$ cat src/rtl/qual_pkg.sv
package qual_pkg;

  // register byte offsets on the apb bus
  localparam logic [7:0] MODE_OFS = 8'h00;
  localparam logic [7:0] DEB_IN1_OFS = 8'h04;
  localparam logic [7:0] DEB_DIG_OFS = 8'h08;
  localparam logic [7:0] ACTION_OFS = 8'h0C;
  localparam logic [7:0] SUPPLY_OFS = 8'h10;
  localparam logic [7:0] STATUS_OFS = 8'h14;

  // field positions
  localparam int MODE_FIELD_W = 32'h4;
  localparam int ACT_PRESET_BIT = 32'h4;
  localparam int SUP_COMMIT_BIT = 32'h8;
  localparam int SUP_APPLIED_LSB = 32'h10;
  localparam int STAT_SHOW_LSB = 32'h4;
  localparam int STAT_LVL_LSB = 32'h6;

  typedef enum logic [2:0] {
    TRIG_LOW = 3'h0,
    TRIG_HIGH = 3'h1,
    TRIG_FALL = 3'h2,
    TRIG_RISE = 3'h3,
    TRIG_NONE = 3'h4
  } trig_mode_t;

  typedef enum logic [2:0] {
    BTN_NONE = 3'h0,
    BTN_PEAK = 3'h1,
    BTN_VALLEY = 3'h2,
    BTN_TOGGLE = 3'h3,
    BTN_ALARM_ACK = 3'h4,
    BTN_RESET_ZERO = 3'h5,
    BTN_RESET_PRESET = 3'h6
  } btn_action_t;

  typedef enum logic [1:0] {
    SUPPLY_5V = 2'h0,
    SUPPLY_12V = 2'h1,
    SUPPLY_18V = 2'h2
  } supply_t;

  typedef enum logic [2:0] {
    MEM_IDLE = 3'h1,
    MEM_HELD = 3'h2,
    MEM_TIMED = 3'h4
  } mem_state_t;

  typedef struct packed {
    trig_mode_t mode;
    logic [9:0] debounce_ms;
  } chan_cfg_t;

  // reset values
  localparam trig_mode_t MODE_RST = TRIG_LOW;
  localparam logic [9:0] DEB_RST = 10'h000;
  localparam btn_action_t ACTION_RST = BTN_NONE;
  localparam supply_t SUPPLY_RST = SUPPLY_5V;

  // timing
  localparam logic [9:0] DEB_MAX_MS = 10'h3E8;
  localparam int CLK_PERIOD_NS = 32'h5;
  localparam int TICK_NS = 32'h000F4240;
  localparam int TICK_CYCLES_DEF = TICK_NS / CLK_PERIOD_NS;
  localparam int HOLD_S = 32'h14;
  localparam logic [14:0] HOLD_MS = 15'(HOLD_S * 32'h3E8);

endpackage

$ cat src/rtl/input_trigger_qualifier.sv
// Overview of operation
// low level mode triggers while input low
// high level mode triggers while input high
// falling edge mode pulses once per fall
// rising edge mode pulses once per rise
// analogue input 1 debounce 0..1000 ms, default 0
// trigger needs prior level held debounce time
// digital inputs: low, high, fall, rise, none
// same debounce range for digital inputs
// input 1 mode choice, default low
// front button actions, default none
// supply select applies only on leaving
// reset trigger goes to zero or preset
// peak shown while held, 20 s after
// mode none never triggers
// debounce counts ms ticks, restarts on change
module input_trigger_qualifier #(
  parameter int TICK_CYCLES = qual_pkg::TICK_CYCLES_DEF
) (
  input wire logic sys_clk,
  input wire logic rst,
  input wire logic ce,
  input wire logic ana_in1,
  input wire logic [2:0] dig_in,
  input wire logic btn_in,
  input wire logic psel,
  input wire logic penable,
  input wire logic pwrite,
  input wire logic [7:0] paddr,
  input wire logic [31:0] pwdata,
  output logic [31:0] prdata,
  output logic pready,
  output logic pslverr,
  output logic [3:0] trig_out,
  output logic reset_zero_pulse,
  output logic reset_preset_pulse,
  output logic alarm_ack_pulse,
  output logic peak_show,
  output logic valley_show,
  output logic [1:0] supply_sel
);

  function automatic logic level_hit(input qual_pkg::trig_mode_t m, input logic lv);
    level_hit = (m == qual_pkg::TRIG_LOW && !lv) || (m == qual_pkg::TRIG_HIGH && lv);
  endfunction

  function automatic logic edge_dir(input qual_pkg::trig_mode_t m, input logic lv);
    edge_dir = (m == qual_pkg::TRIG_FALL && !lv) || (m == qual_pkg::TRIG_RISE && lv);
  endfunction

  function automatic logic mode_ok(input int k, input logic [2:0] v);
    mode_ok = (v <= 3'(qual_pkg::TRIG_NONE)) && !(k == 0 && v == 3'(qual_pkg::TRIG_NONE));
  endfunction

  function automatic logic [9:0] clamp_ms(input logic [31:0] v);
    clamp_ms = (v > 32'(qual_pkg::DEB_MAX_MS)) ? qual_pkg::DEB_MAX_MS : v[9:0];
  endfunction

  qual_pkg::trig_mode_t mode_reg [4];
  logic [9:0] deb_in1_reg;
  logic [9:0] deb_dig_reg;
  qual_pkg::btn_action_t action_reg;
  logic preset_choice_reg;
  qual_pkg::supply_t pending_sup_reg;
  qual_pkg::supply_t supply_reg;
  logic [31:0] prdata_reg;
  logic pready_reg;
  logic pslverr_reg;
  logic [31:0] tick_cnt_reg;
  logic tick_reg;
  logic [3:0] lvl_reg;
  logic [3:0] armed_reg;
  logic [3:0] trig_reg;
  logic [9:0] cnt_reg [4];
  logic btn_reg;
  qual_pkg::mem_state_t mem_state_reg;
  qual_pkg::mem_state_t mem_state_next;
  logic kind_reg;
  logic toggle_reg;
  logic [14:0] hold_reg;
  logic rst_zero_reg;
  logic rst_preset_reg;
  logic ack_reg;
  logic peak_reg;
  logic valley_reg;

  qual_pkg::chan_cfg_t cfg [4];
  logic [3:0] in_lvl;
  logic [3:0] changed;
  logic [3:0] accept;
  logic [3:0] active;
  logic [3:0] edge_hit;
  logic [3:0] armed_next;
  logic [3:0] trig_next;
  logic [9:0] cnt_next [4];

  // apb decode
  wire setup = psel && !penable;
  wire access_done = psel && penable && pready_reg;
  wire wr_en = access_done && pwrite;
  wire hit_mode = (paddr == qual_pkg::MODE_OFS);
  wire hit_deb1 = (paddr == qual_pkg::DEB_IN1_OFS);
  wire hit_debd = (paddr == qual_pkg::DEB_DIG_OFS);
  wire hit_act = (paddr == qual_pkg::ACTION_OFS);
  wire hit_sup = (paddr == qual_pkg::SUPPLY_OFS);
  wire hit_stat = (paddr == qual_pkg::STATUS_OFS);
  wire addr_hit = hit_mode || hit_deb1 || hit_debd || hit_act || hit_sup || hit_stat;
  wire act_legal = (pwdata[2:0] <= 3'(qual_pkg::BTN_RESET_PRESET));
  wire sup_legal = (pwdata[1:0] <= 2'(qual_pkg::SUPPLY_18V));
  wire commit = wr_en && hit_sup && pwdata[qual_pkg::SUP_COMMIT_BIT];
  wire [1:0] commit_val = sup_legal ? pwdata[1:0] : 2'(pending_sup_reg);

  wire [31:0] mode_rd = {16'h0000, 1'b0, mode_reg[3], 1'b0, mode_reg[2],
    1'b0, mode_reg[1], 1'b0, mode_reg[0]};
  wire [31:0] status_rd = {22'h000000, lvl_reg, valley_reg, peak_reg, trig_reg};
  wire [31:0] sup_rd = {14'h0000, supply_reg, 14'h0000, pending_sup_reg};
  wire [31:0] rd_mux =
    hit_mode ? mode_rd :
    hit_deb1 ? {22'h000000, deb_in1_reg} :
    hit_debd ? {22'h000000, deb_dig_reg} :
    hit_act ? {27'h0000000, preset_choice_reg, 1'b0, action_reg} :
    hit_sup ? sup_rd :
    hit_stat ? status_rd : 32'h00000000;

  // front button
  wire press = btn_in && !btn_reg;
  wire mem_action = (action_reg == qual_pkg::BTN_PEAK) ||
    (action_reg == qual_pkg::BTN_VALLEY) || (action_reg == qual_pkg::BTN_TOGGLE);
  wire mem_start = press && mem_action;
  wire press_kind = (action_reg == qual_pkg::BTN_VALLEY) ||
    ((action_reg == qual_pkg::BTN_TOGGLE) && !toggle_reg);
  wire hold_done = tick_reg && (hold_reg == qual_pkg::HOLD_MS - 15'h0001);
  wire kind_next = mem_start ? press_kind : kind_reg;
  wire show_next = (mem_state_next != qual_pkg::MEM_IDLE);

  // digital input 1 acts as the timer reset terminal
  wire rst_start = trig_next[1] && !trig_reg[1];
  wire btn_zero = press && (action_reg == qual_pkg::BTN_RESET_ZERO);
  wire btn_preset = press && (action_reg == qual_pkg::BTN_RESET_PRESET);

  assign in_lvl = {dig_in, ana_in1};

  for (genvar k = 0; k < 4; k++)
  begin : g_ch
    assign cfg[k] = '{mode: mode_reg[k], debounce_ms: (k == 0) ? deb_in1_reg : deb_dig_reg};
    assign changed[k] = in_lvl[k] ^ lvl_reg[k];
    // prior level held long enough
    assign accept[k] = (cfg[k].debounce_ms == 10'h000) || (cnt_reg[k] >= cfg[k].debounce_ms);
    // low level decode
    // high level decode
    // none matches neither decoder
    assign active[k] = level_hit(cfg[k].mode, in_lvl[k]);
    // falling edge pulse
    // rising edge pulse
    assign edge_hit[k] = changed[k] && accept[k] && edge_dir(cfg[k].mode, in_lvl[k]);
    // level is armed only when entered after a qualified idle period
    assign armed_next[k] = active[k] && (changed[k] ? accept[k] : armed_reg[k]);
    assign trig_next[k] = armed_next[k] || edge_hit[k];
    // ms stable counter, restart on change
    assign cnt_next[k] = changed[k] ? 10'h000 :
      (tick_reg && cnt_reg[k] != qual_pkg::DEB_MAX_MS) ? cnt_reg[k] + 10'h001 : cnt_reg[k];
  end

  // peak or valley display sequencing
  always_comb
  begin
    mem_state_next = mem_state_reg;
    unique case (mem_state_reg)
      qual_pkg::MEM_IDLE:
      begin
        if (mem_start)
          mem_state_next = qual_pkg::MEM_HELD;
      end
      qual_pkg::MEM_HELD:
      begin
        if (!btn_in)
          mem_state_next = qual_pkg::MEM_TIMED;
      end
      qual_pkg::MEM_TIMED:
      begin
        if (mem_start)
          mem_state_next = qual_pkg::MEM_HELD;
        else if (hold_done)
          mem_state_next = qual_pkg::MEM_IDLE;
      end
      default:
        mem_state_next = qual_pkg::MEM_IDLE;
    endcase
  end

  // ms tick; a tick width counter keeps simulation overrides cheap
  always_ff @(posedge sys_clk)
  begin
    if (rst)
    begin
      tick_cnt_reg <= 32'h00000000;
      tick_reg <= 1'b0;
    end
    else if (ce)
    begin
      tick_reg <= (tick_cnt_reg == 32'(TICK_CYCLES - 1));
      tick_cnt_reg <= (tick_cnt_reg == 32'(TICK_CYCLES - 1)) ? 32'h00000000 :
        tick_cnt_reg + 32'h00000001;
    end
  end

  // apb slave; answer one cycle after setup
  always_ff @(posedge sys_clk)
  begin
    if (rst)
    begin
      pready_reg <= 1'b0;
      pslverr_reg <= 1'b0;
      prdata_reg <= 32'h00000000;
    end
    else if (ce)
    begin
      pready_reg <= setup;
      pslverr_reg <= setup && !addr_hit;
      if (setup)
        prdata_reg <= rd_mux;
    end
  end

  // configuration registers
  always_ff @(posedge sys_clk)
  begin
    if (rst)
    begin
      for (int k = 0; k < 4; k++)
        mode_reg[k] <= qual_pkg::MODE_RST;
      deb_in1_reg <= qual_pkg::DEB_RST;
      deb_dig_reg <= qual_pkg::DEB_RST;
      action_reg <= qual_pkg::ACTION_RST;
      preset_choice_reg <= 1'b0;
      pending_sup_reg <= qual_pkg::SUPPLY_RST;
      supply_reg <= qual_pkg::SUPPLY_RST;
    end
    else if (ce && wr_en)
    begin
      // per digital input mode select
      // input 1 refuses the none code
      for (int k = 0; k < 4; k++)
        if (hit_mode && mode_ok(k, pwdata[k * qual_pkg::MODE_FIELD_W +: 3]))
          mode_reg[k] <= qual_pkg::trig_mode_t'(pwdata[k * qual_pkg::MODE_FIELD_W +: 3]);
      // input 1 debounce clamped to range
      if (hit_deb1)
        deb_in1_reg <= clamp_ms(pwdata);
      // shared digital debounce
      if (hit_debd)
        deb_dig_reg <= clamp_ms(pwdata);
      // button action select
      if (hit_act && act_legal)
        action_reg <= qual_pkg::btn_action_t'(pwdata[2:0]);
      if (hit_act)
        preset_choice_reg <= pwdata[qual_pkg::ACT_PRESET_BIT];
      if (hit_sup && sup_legal)
        pending_sup_reg <= qual_pkg::supply_t'(pwdata[1:0]);
      // applied only on leaving
      if (commit)
        supply_reg <= qual_pkg::supply_t'(commit_val);
    end
  end

  // channel qualification; idle level assumed high (pulled up inputs)
  always_ff @(posedge sys_clk)
  begin
    if (rst)
    begin
      lvl_reg <= 4'hF;
      armed_reg <= 4'h0;
      trig_reg <= 4'h0;
      for (int k = 0; k < 4; k++)
        cnt_reg[k] <= 10'h000;
    end
    else if (ce)
    begin
      lvl_reg <= in_lvl;
      armed_reg <= armed_next;
      trig_reg <= trig_next;
      for (int k = 0; k < 4; k++)
        cnt_reg[k] <= cnt_next[k];
    end
  end

  // button actions and display memory
  always_ff @(posedge sys_clk)
  begin
    if (rst)
    begin
      btn_reg <= 1'b0;
      mem_state_reg <= qual_pkg::MEM_IDLE;
      kind_reg <= 1'b0;
      toggle_reg <= 1'b1;
      hold_reg <= 15'h0000;
      rst_zero_reg <= 1'b0;
      rst_preset_reg <= 1'b0;
      ack_reg <= 1'b0;
      peak_reg <= 1'b0;
      valley_reg <= 1'b0;
    end
    else if (ce)
    begin
      btn_reg <= btn_in;
      mem_state_reg <= mem_state_next;
      kind_reg <= kind_next;
      if (mem_start && action_reg == qual_pkg::BTN_TOGGLE)
        toggle_reg <= press_kind;
      // clear on expiry so the count never reaches the full hold value
      hold_reg <= (mem_state_reg != qual_pkg::MEM_TIMED || hold_done) ? 15'h0000 :
        tick_reg ? hold_reg + 15'h0001 : hold_reg;
      // zero or preset per reset choice
      rst_zero_reg <= (rst_start && !preset_choice_reg) || btn_zero;
      rst_preset_reg <= (rst_start && preset_choice_reg) || btn_preset;
      ack_reg <= press && (action_reg == qual_pkg::BTN_ALARM_ACK);
      peak_reg <= show_next && !kind_next;
      valley_reg <= show_next && kind_next;
    end
  end

  assign prdata = prdata_reg;
  assign pready = pready_reg;
  assign pslverr = pslverr_reg;
  assign trig_out = trig_reg;
  assign reset_zero_pulse = rst_zero_reg;
  assign reset_preset_pulse = rst_preset_reg;
  assign alarm_ack_pulse = ack_reg;
  assign peak_show = peak_reg;
  assign valley_show = valley_reg;
  assign supply_sel = supply_reg;
endmodule

$ cat config.mk
export PLATFORM = sky130hd
export DESIGN_NAME = input_trigger_qualifier
export DESIGN_NICKNAME = d
export VERILOG_FILES = /design/src/rtl/qual_pkg.sv /design/src/rtl/input_trigger_qualifier.sv
export SDC_FILE = /design/constraint.sdc
export NUM_CORES = 1
export LEC_CHECK = 0
export BUFFER_PORTS_ARGS = -buffer_cell sky130_fd_sc_hd__buf_4
export CAP_MARGIN = 10
export CORE_ASPECT_RATIO = 1.5
export CORE_MARGIN = 3
export CORE_UTILIZATION = 60
export DETAILED_ROUTE_END_ITERATION = 10
export PLACE_DENSITY = 0.91
export SETUP_SLACK_MARGIN = 0.2
export SLEW_MARGIN = 5
export SYNTH_ARGS = -nofsm -noshare
export SYNTH_HDL_FRONTEND = slang
export SYNTH_SLANG_ARGS = --single-unit
$ cat constraint.sdc
create_clock -name sys_clk -period 3.64 [get_ports sys_clk]
set_input_delay 0.91 -clock sys_clk [delete_from_list [all_inputs] [get_ports sys_clk]]
set_output_delay 0.91 -clock sys_clk [all_outputs]
set_load 0.02 [all_outputs]
==> impl_metrics.py <==
metrics = {
    "run_status": {
        "outcome": "completed",
    },
    "finish": {
        "drive_gt1_share_pct": 12.1,
        "largest_reg_flops": 40,
        "design_area_sq_um": 10700,
        "utilization_pct": 70.1,
        "nets": 1239,
        "syn_to_final_growth_pct": 13.5,
        "diodes": 0,
    },
    "route": {
        "vias_per_cell": 6.35,
        "drtPass1Iterations": 8,
        "drc": 0,
        "vias": 8570,
        "wl_per_cell_um": 19.1,
        "initialDrtViolationCount": 673,
        "totalWireLength_um": 25800,
        "ant_nets": 0,
    },
    "global_routing": {
        "grt_pass1_wl_um": 41200,
        "gr-total-overflow": 0,
        "use_met3_pct": 5.56,
        "grtUsageMet1_pct": 33.3,
        "grt.busiest_layer": "met2",
        "gr-usage-met2_pct": 51.7,
        "grt_pass1_vias": 8401,
        "grt_use_total_pct": 29.9,
        "antenna_found_initial": 0,
        "grt_max_degree": 42,
    },
    "placed_design": {
        "dpl_cell_area_sq_um": 10100,
        "gp_congestion": 0.922,
        "io_buffers": 79,
        "dpl_worst_slack_ns": 0.590,
        "dp_hpwl_um": 18400,
    },
    "synthesis": {
        "synth-seq-cells": 169,
        "synthArstFlopShare_pct": 0,
        "ys.flop_type": "dfxtp_1",
        "syn_area_sq_um": 9400,
        "syn_avg_cell_area_sq_um": 8.76,
        "ys_seq_area_share_pct": 41.5,
        "synth_edf_count": 52,
        "yosys_warnings": 0,
        "synthCells": 1073,
        "synth_cell_types": 73,
    },
    "setup_path": {
        "cp.arrival_ns": 2.89,
        "start_kind": "primary input",
        "cp-startpoint": "paddr[1]",
        "rrSetupSlack_ns": 1.35,
        "r2r-end": "valley_show$_SDFFE_PP0P_",
        "worstPathMaxFanout": 11,
        "required_ns": 3.86,
        "r2r_cells": 5,
        "critPathKind": "in -> reg",
        "cp-end-kind": "flop",
        "r2r-start": "hold_reg[8]$_SDFFE_PP0P_",
    },
    "clocking": {
        "cts-resized-gates": 0,
        "cts_buffers": 17,
        "clk_pin_slew_ns": 0.07,
        "ctsLongestPathBuffers": 2,
        "cts_tree": "yes",
        "root_buffer": "clkbuf_16",
        "htreeDepth": 4,
        "clkSinkCount": 169,
        "postCtsSetupBuffers": 0,
        "clock_latency_ns": 0.43,
        "postCtsHoldBufs": 0,
    },
    "sta": {
        "period_minus_slack_ns": 2.67,
        "setup_slack_ns": 0.968,
        "max_freq_ghz": 0.374,
        "slew_violations": 0,
        "rsz0062_at_grt": "false",
        "hold_viol": 0,
        "fin_tns_setup_ns": 0,
        "fin_crit_sh_pct": 73.4,
        "worst_pin_slew_ns": 0.856,
        "max_slew_margin_pct": 42.5,
        "finalClockSkew_ns": 0.0116,
        "setup_viol": 0,
    },
    "hold_path": {
        "hold_start": "prdata[10]$_SDFFE_PP0P_",
        "hold_depth": 2,
        "whs_endpoint": "prdata[10]$_SDFFE_PP0P_",
        "worstHoldPathType": "reg -> reg",
    },
    "floorplanning": {
        "die_w_um": 108,
        "core.rowCount": 55,
        "core_sq_um": 15200,
        "pin_count": 96,
        "dieArea_sq_um": 17200,
        "die_h_um": 159,
        "start_util_pct": 61.8,
    },
    "job": {
        "drv_cap": 0,
    },
    "pwr": {
        "power_mw": 4.30,
        "p_per_area_nw_per_um2": 403,
        "irDropWorstVdd_mv": 0.302,
        "p_leak_nw": 3.99,
    },
}
==> where the power goes <==
| group | switching [mW] | internal (mW) |
|---|---|---|
| Clock | 0.803 | 1.02 |
| Sequential | 0.0740 | 2.00 |
| Combinational | 0.251 | 0.158 |
==> worst max-delay path, cell delays in order <==
cell     delay [ns]
buf_4          0.11
or4_4          0.56
nor3_2         0.29
and3_1         0.33
nand2_1        0.31
nor4b_1        0.38
==> per-layer routing <==
metal  routed length (um)  part of all wire (%)  vias up
met1                 9130                    35     4031
met2                13200                    51      454
met3                 1850                   7.2      124
met5                    0                     0        -
li1                     -                     -     3961
met4                 1660                   6.4        0
==> synthesized netlist by cell type (all sizes together), types with 6 or more instances <==
cell	count	area (sq um)
nor4b	7	61.3
edfxtp	52	1560
nand2b	7	43.8
a211oi	21	178
nor2	147	552
inv	45	169
o22ai	7	43.8
a22oi	6	45.0
o211ai	6	45.0
or4	8	63.8
nor2b	7	43.8
xor2	51	447
dfxtp	117	2340
nor4	19	155
nand4	34	213
buf	28	186
and4	7	61.3
clkbuf	31	116
xnor2	26	228
nor3b	10	75.1
nand2	106	400
and3	21	131
or3	14	87.6
nor3	18	106
ha	50	626
nand3	51	255
o32ai	9	78.8
o21ai	43	215
mux2i	9	90.1
a21oi	52	260
==> metrics by stage <==
step           cells  hold slack [ns]
6_report        1350            0.458
3_3_place_gp    1318            0.444
4_1_cts         1350            0.461
5_1_grt         1350            0.478
3_5_place_dp    1318            0.451
2_1_floorplan   1089            0.435
==> how the worst max path moves through the flow <==
stage,depth (start not counted),slack [ns],to
after CTS,6,1.02,mode_reg[2][2]$_SDFFCE_PN0P_
final,6,0.97,mode_reg[1][2]$_SDFFCE_PN0P_
after global routing,6,0.88,mode_reg[1][2]$_SDFFCE_PN0P_
after global placement,6,0.68,deb_in1_reg[6]$_SDFFE_PP0P_
after floorplan,5,0.82,cnt_reg[0][0]$_SDFFCE_PP0P_
after detailed placement,6,0.59,mode_reg[2][2]$_SDFFCE_PN0P_
==> kinds of logic (layout without fill, tap and decap cells) <==
group           Yosys count  count (layout)  synth area share (%)
compound gates          187             187                  13.1
xor+xnor                 77              77                  7.17
fa+ha+maj                50              50                  6.65
buf+inv                 105             167                  5.06
flops                   169             169                  41.5
mux                      11              11                  1.20
other cells               1              17                0.0399
simple gates            473             473                  25.3
==> placed cells by master, fill, tap and decap left out, types with 10 or more instances in the layout <==
| master | instances |
|---|---|
| nor2_1 | 147 |
| buf_4 | 89 |
| conb_1 | 17 |
| inv_1 | 45 |
| nand2_1 | 105 |
| xnor2_1 | 26 |
| edfxtp_1 | 52 |
| a211oi_1 | 17 |
| xor2_1 | 51 |
| nand4_1 | 34 |
| and3_1 | 21 |
| nand3_1 | 51 |
| o21ai_0 | 42 |
| dfxtp_1 | 117 |
| nor3b_1 | 10 |
| clkbuf_16 | 18 |
| a21oi_1 | 52 |
| or3_1 | 14 |
| nor4_1 | 16 |
| ha_1 | 50 |
| nor3_1 | 16 |
==> layout make-up <==
type / instances / area (sq um)
clock buffer: 19 / 464
clock inverter: 13 / 128
fill: 1076 / 4540
inverter: 46 / 173
multi-input combinational: 815 / 5080
sequential: 169 / 3900
tap: 199 / 249
timing repair buffer: 89 / 668
Power figures use the tool's default switching activity.
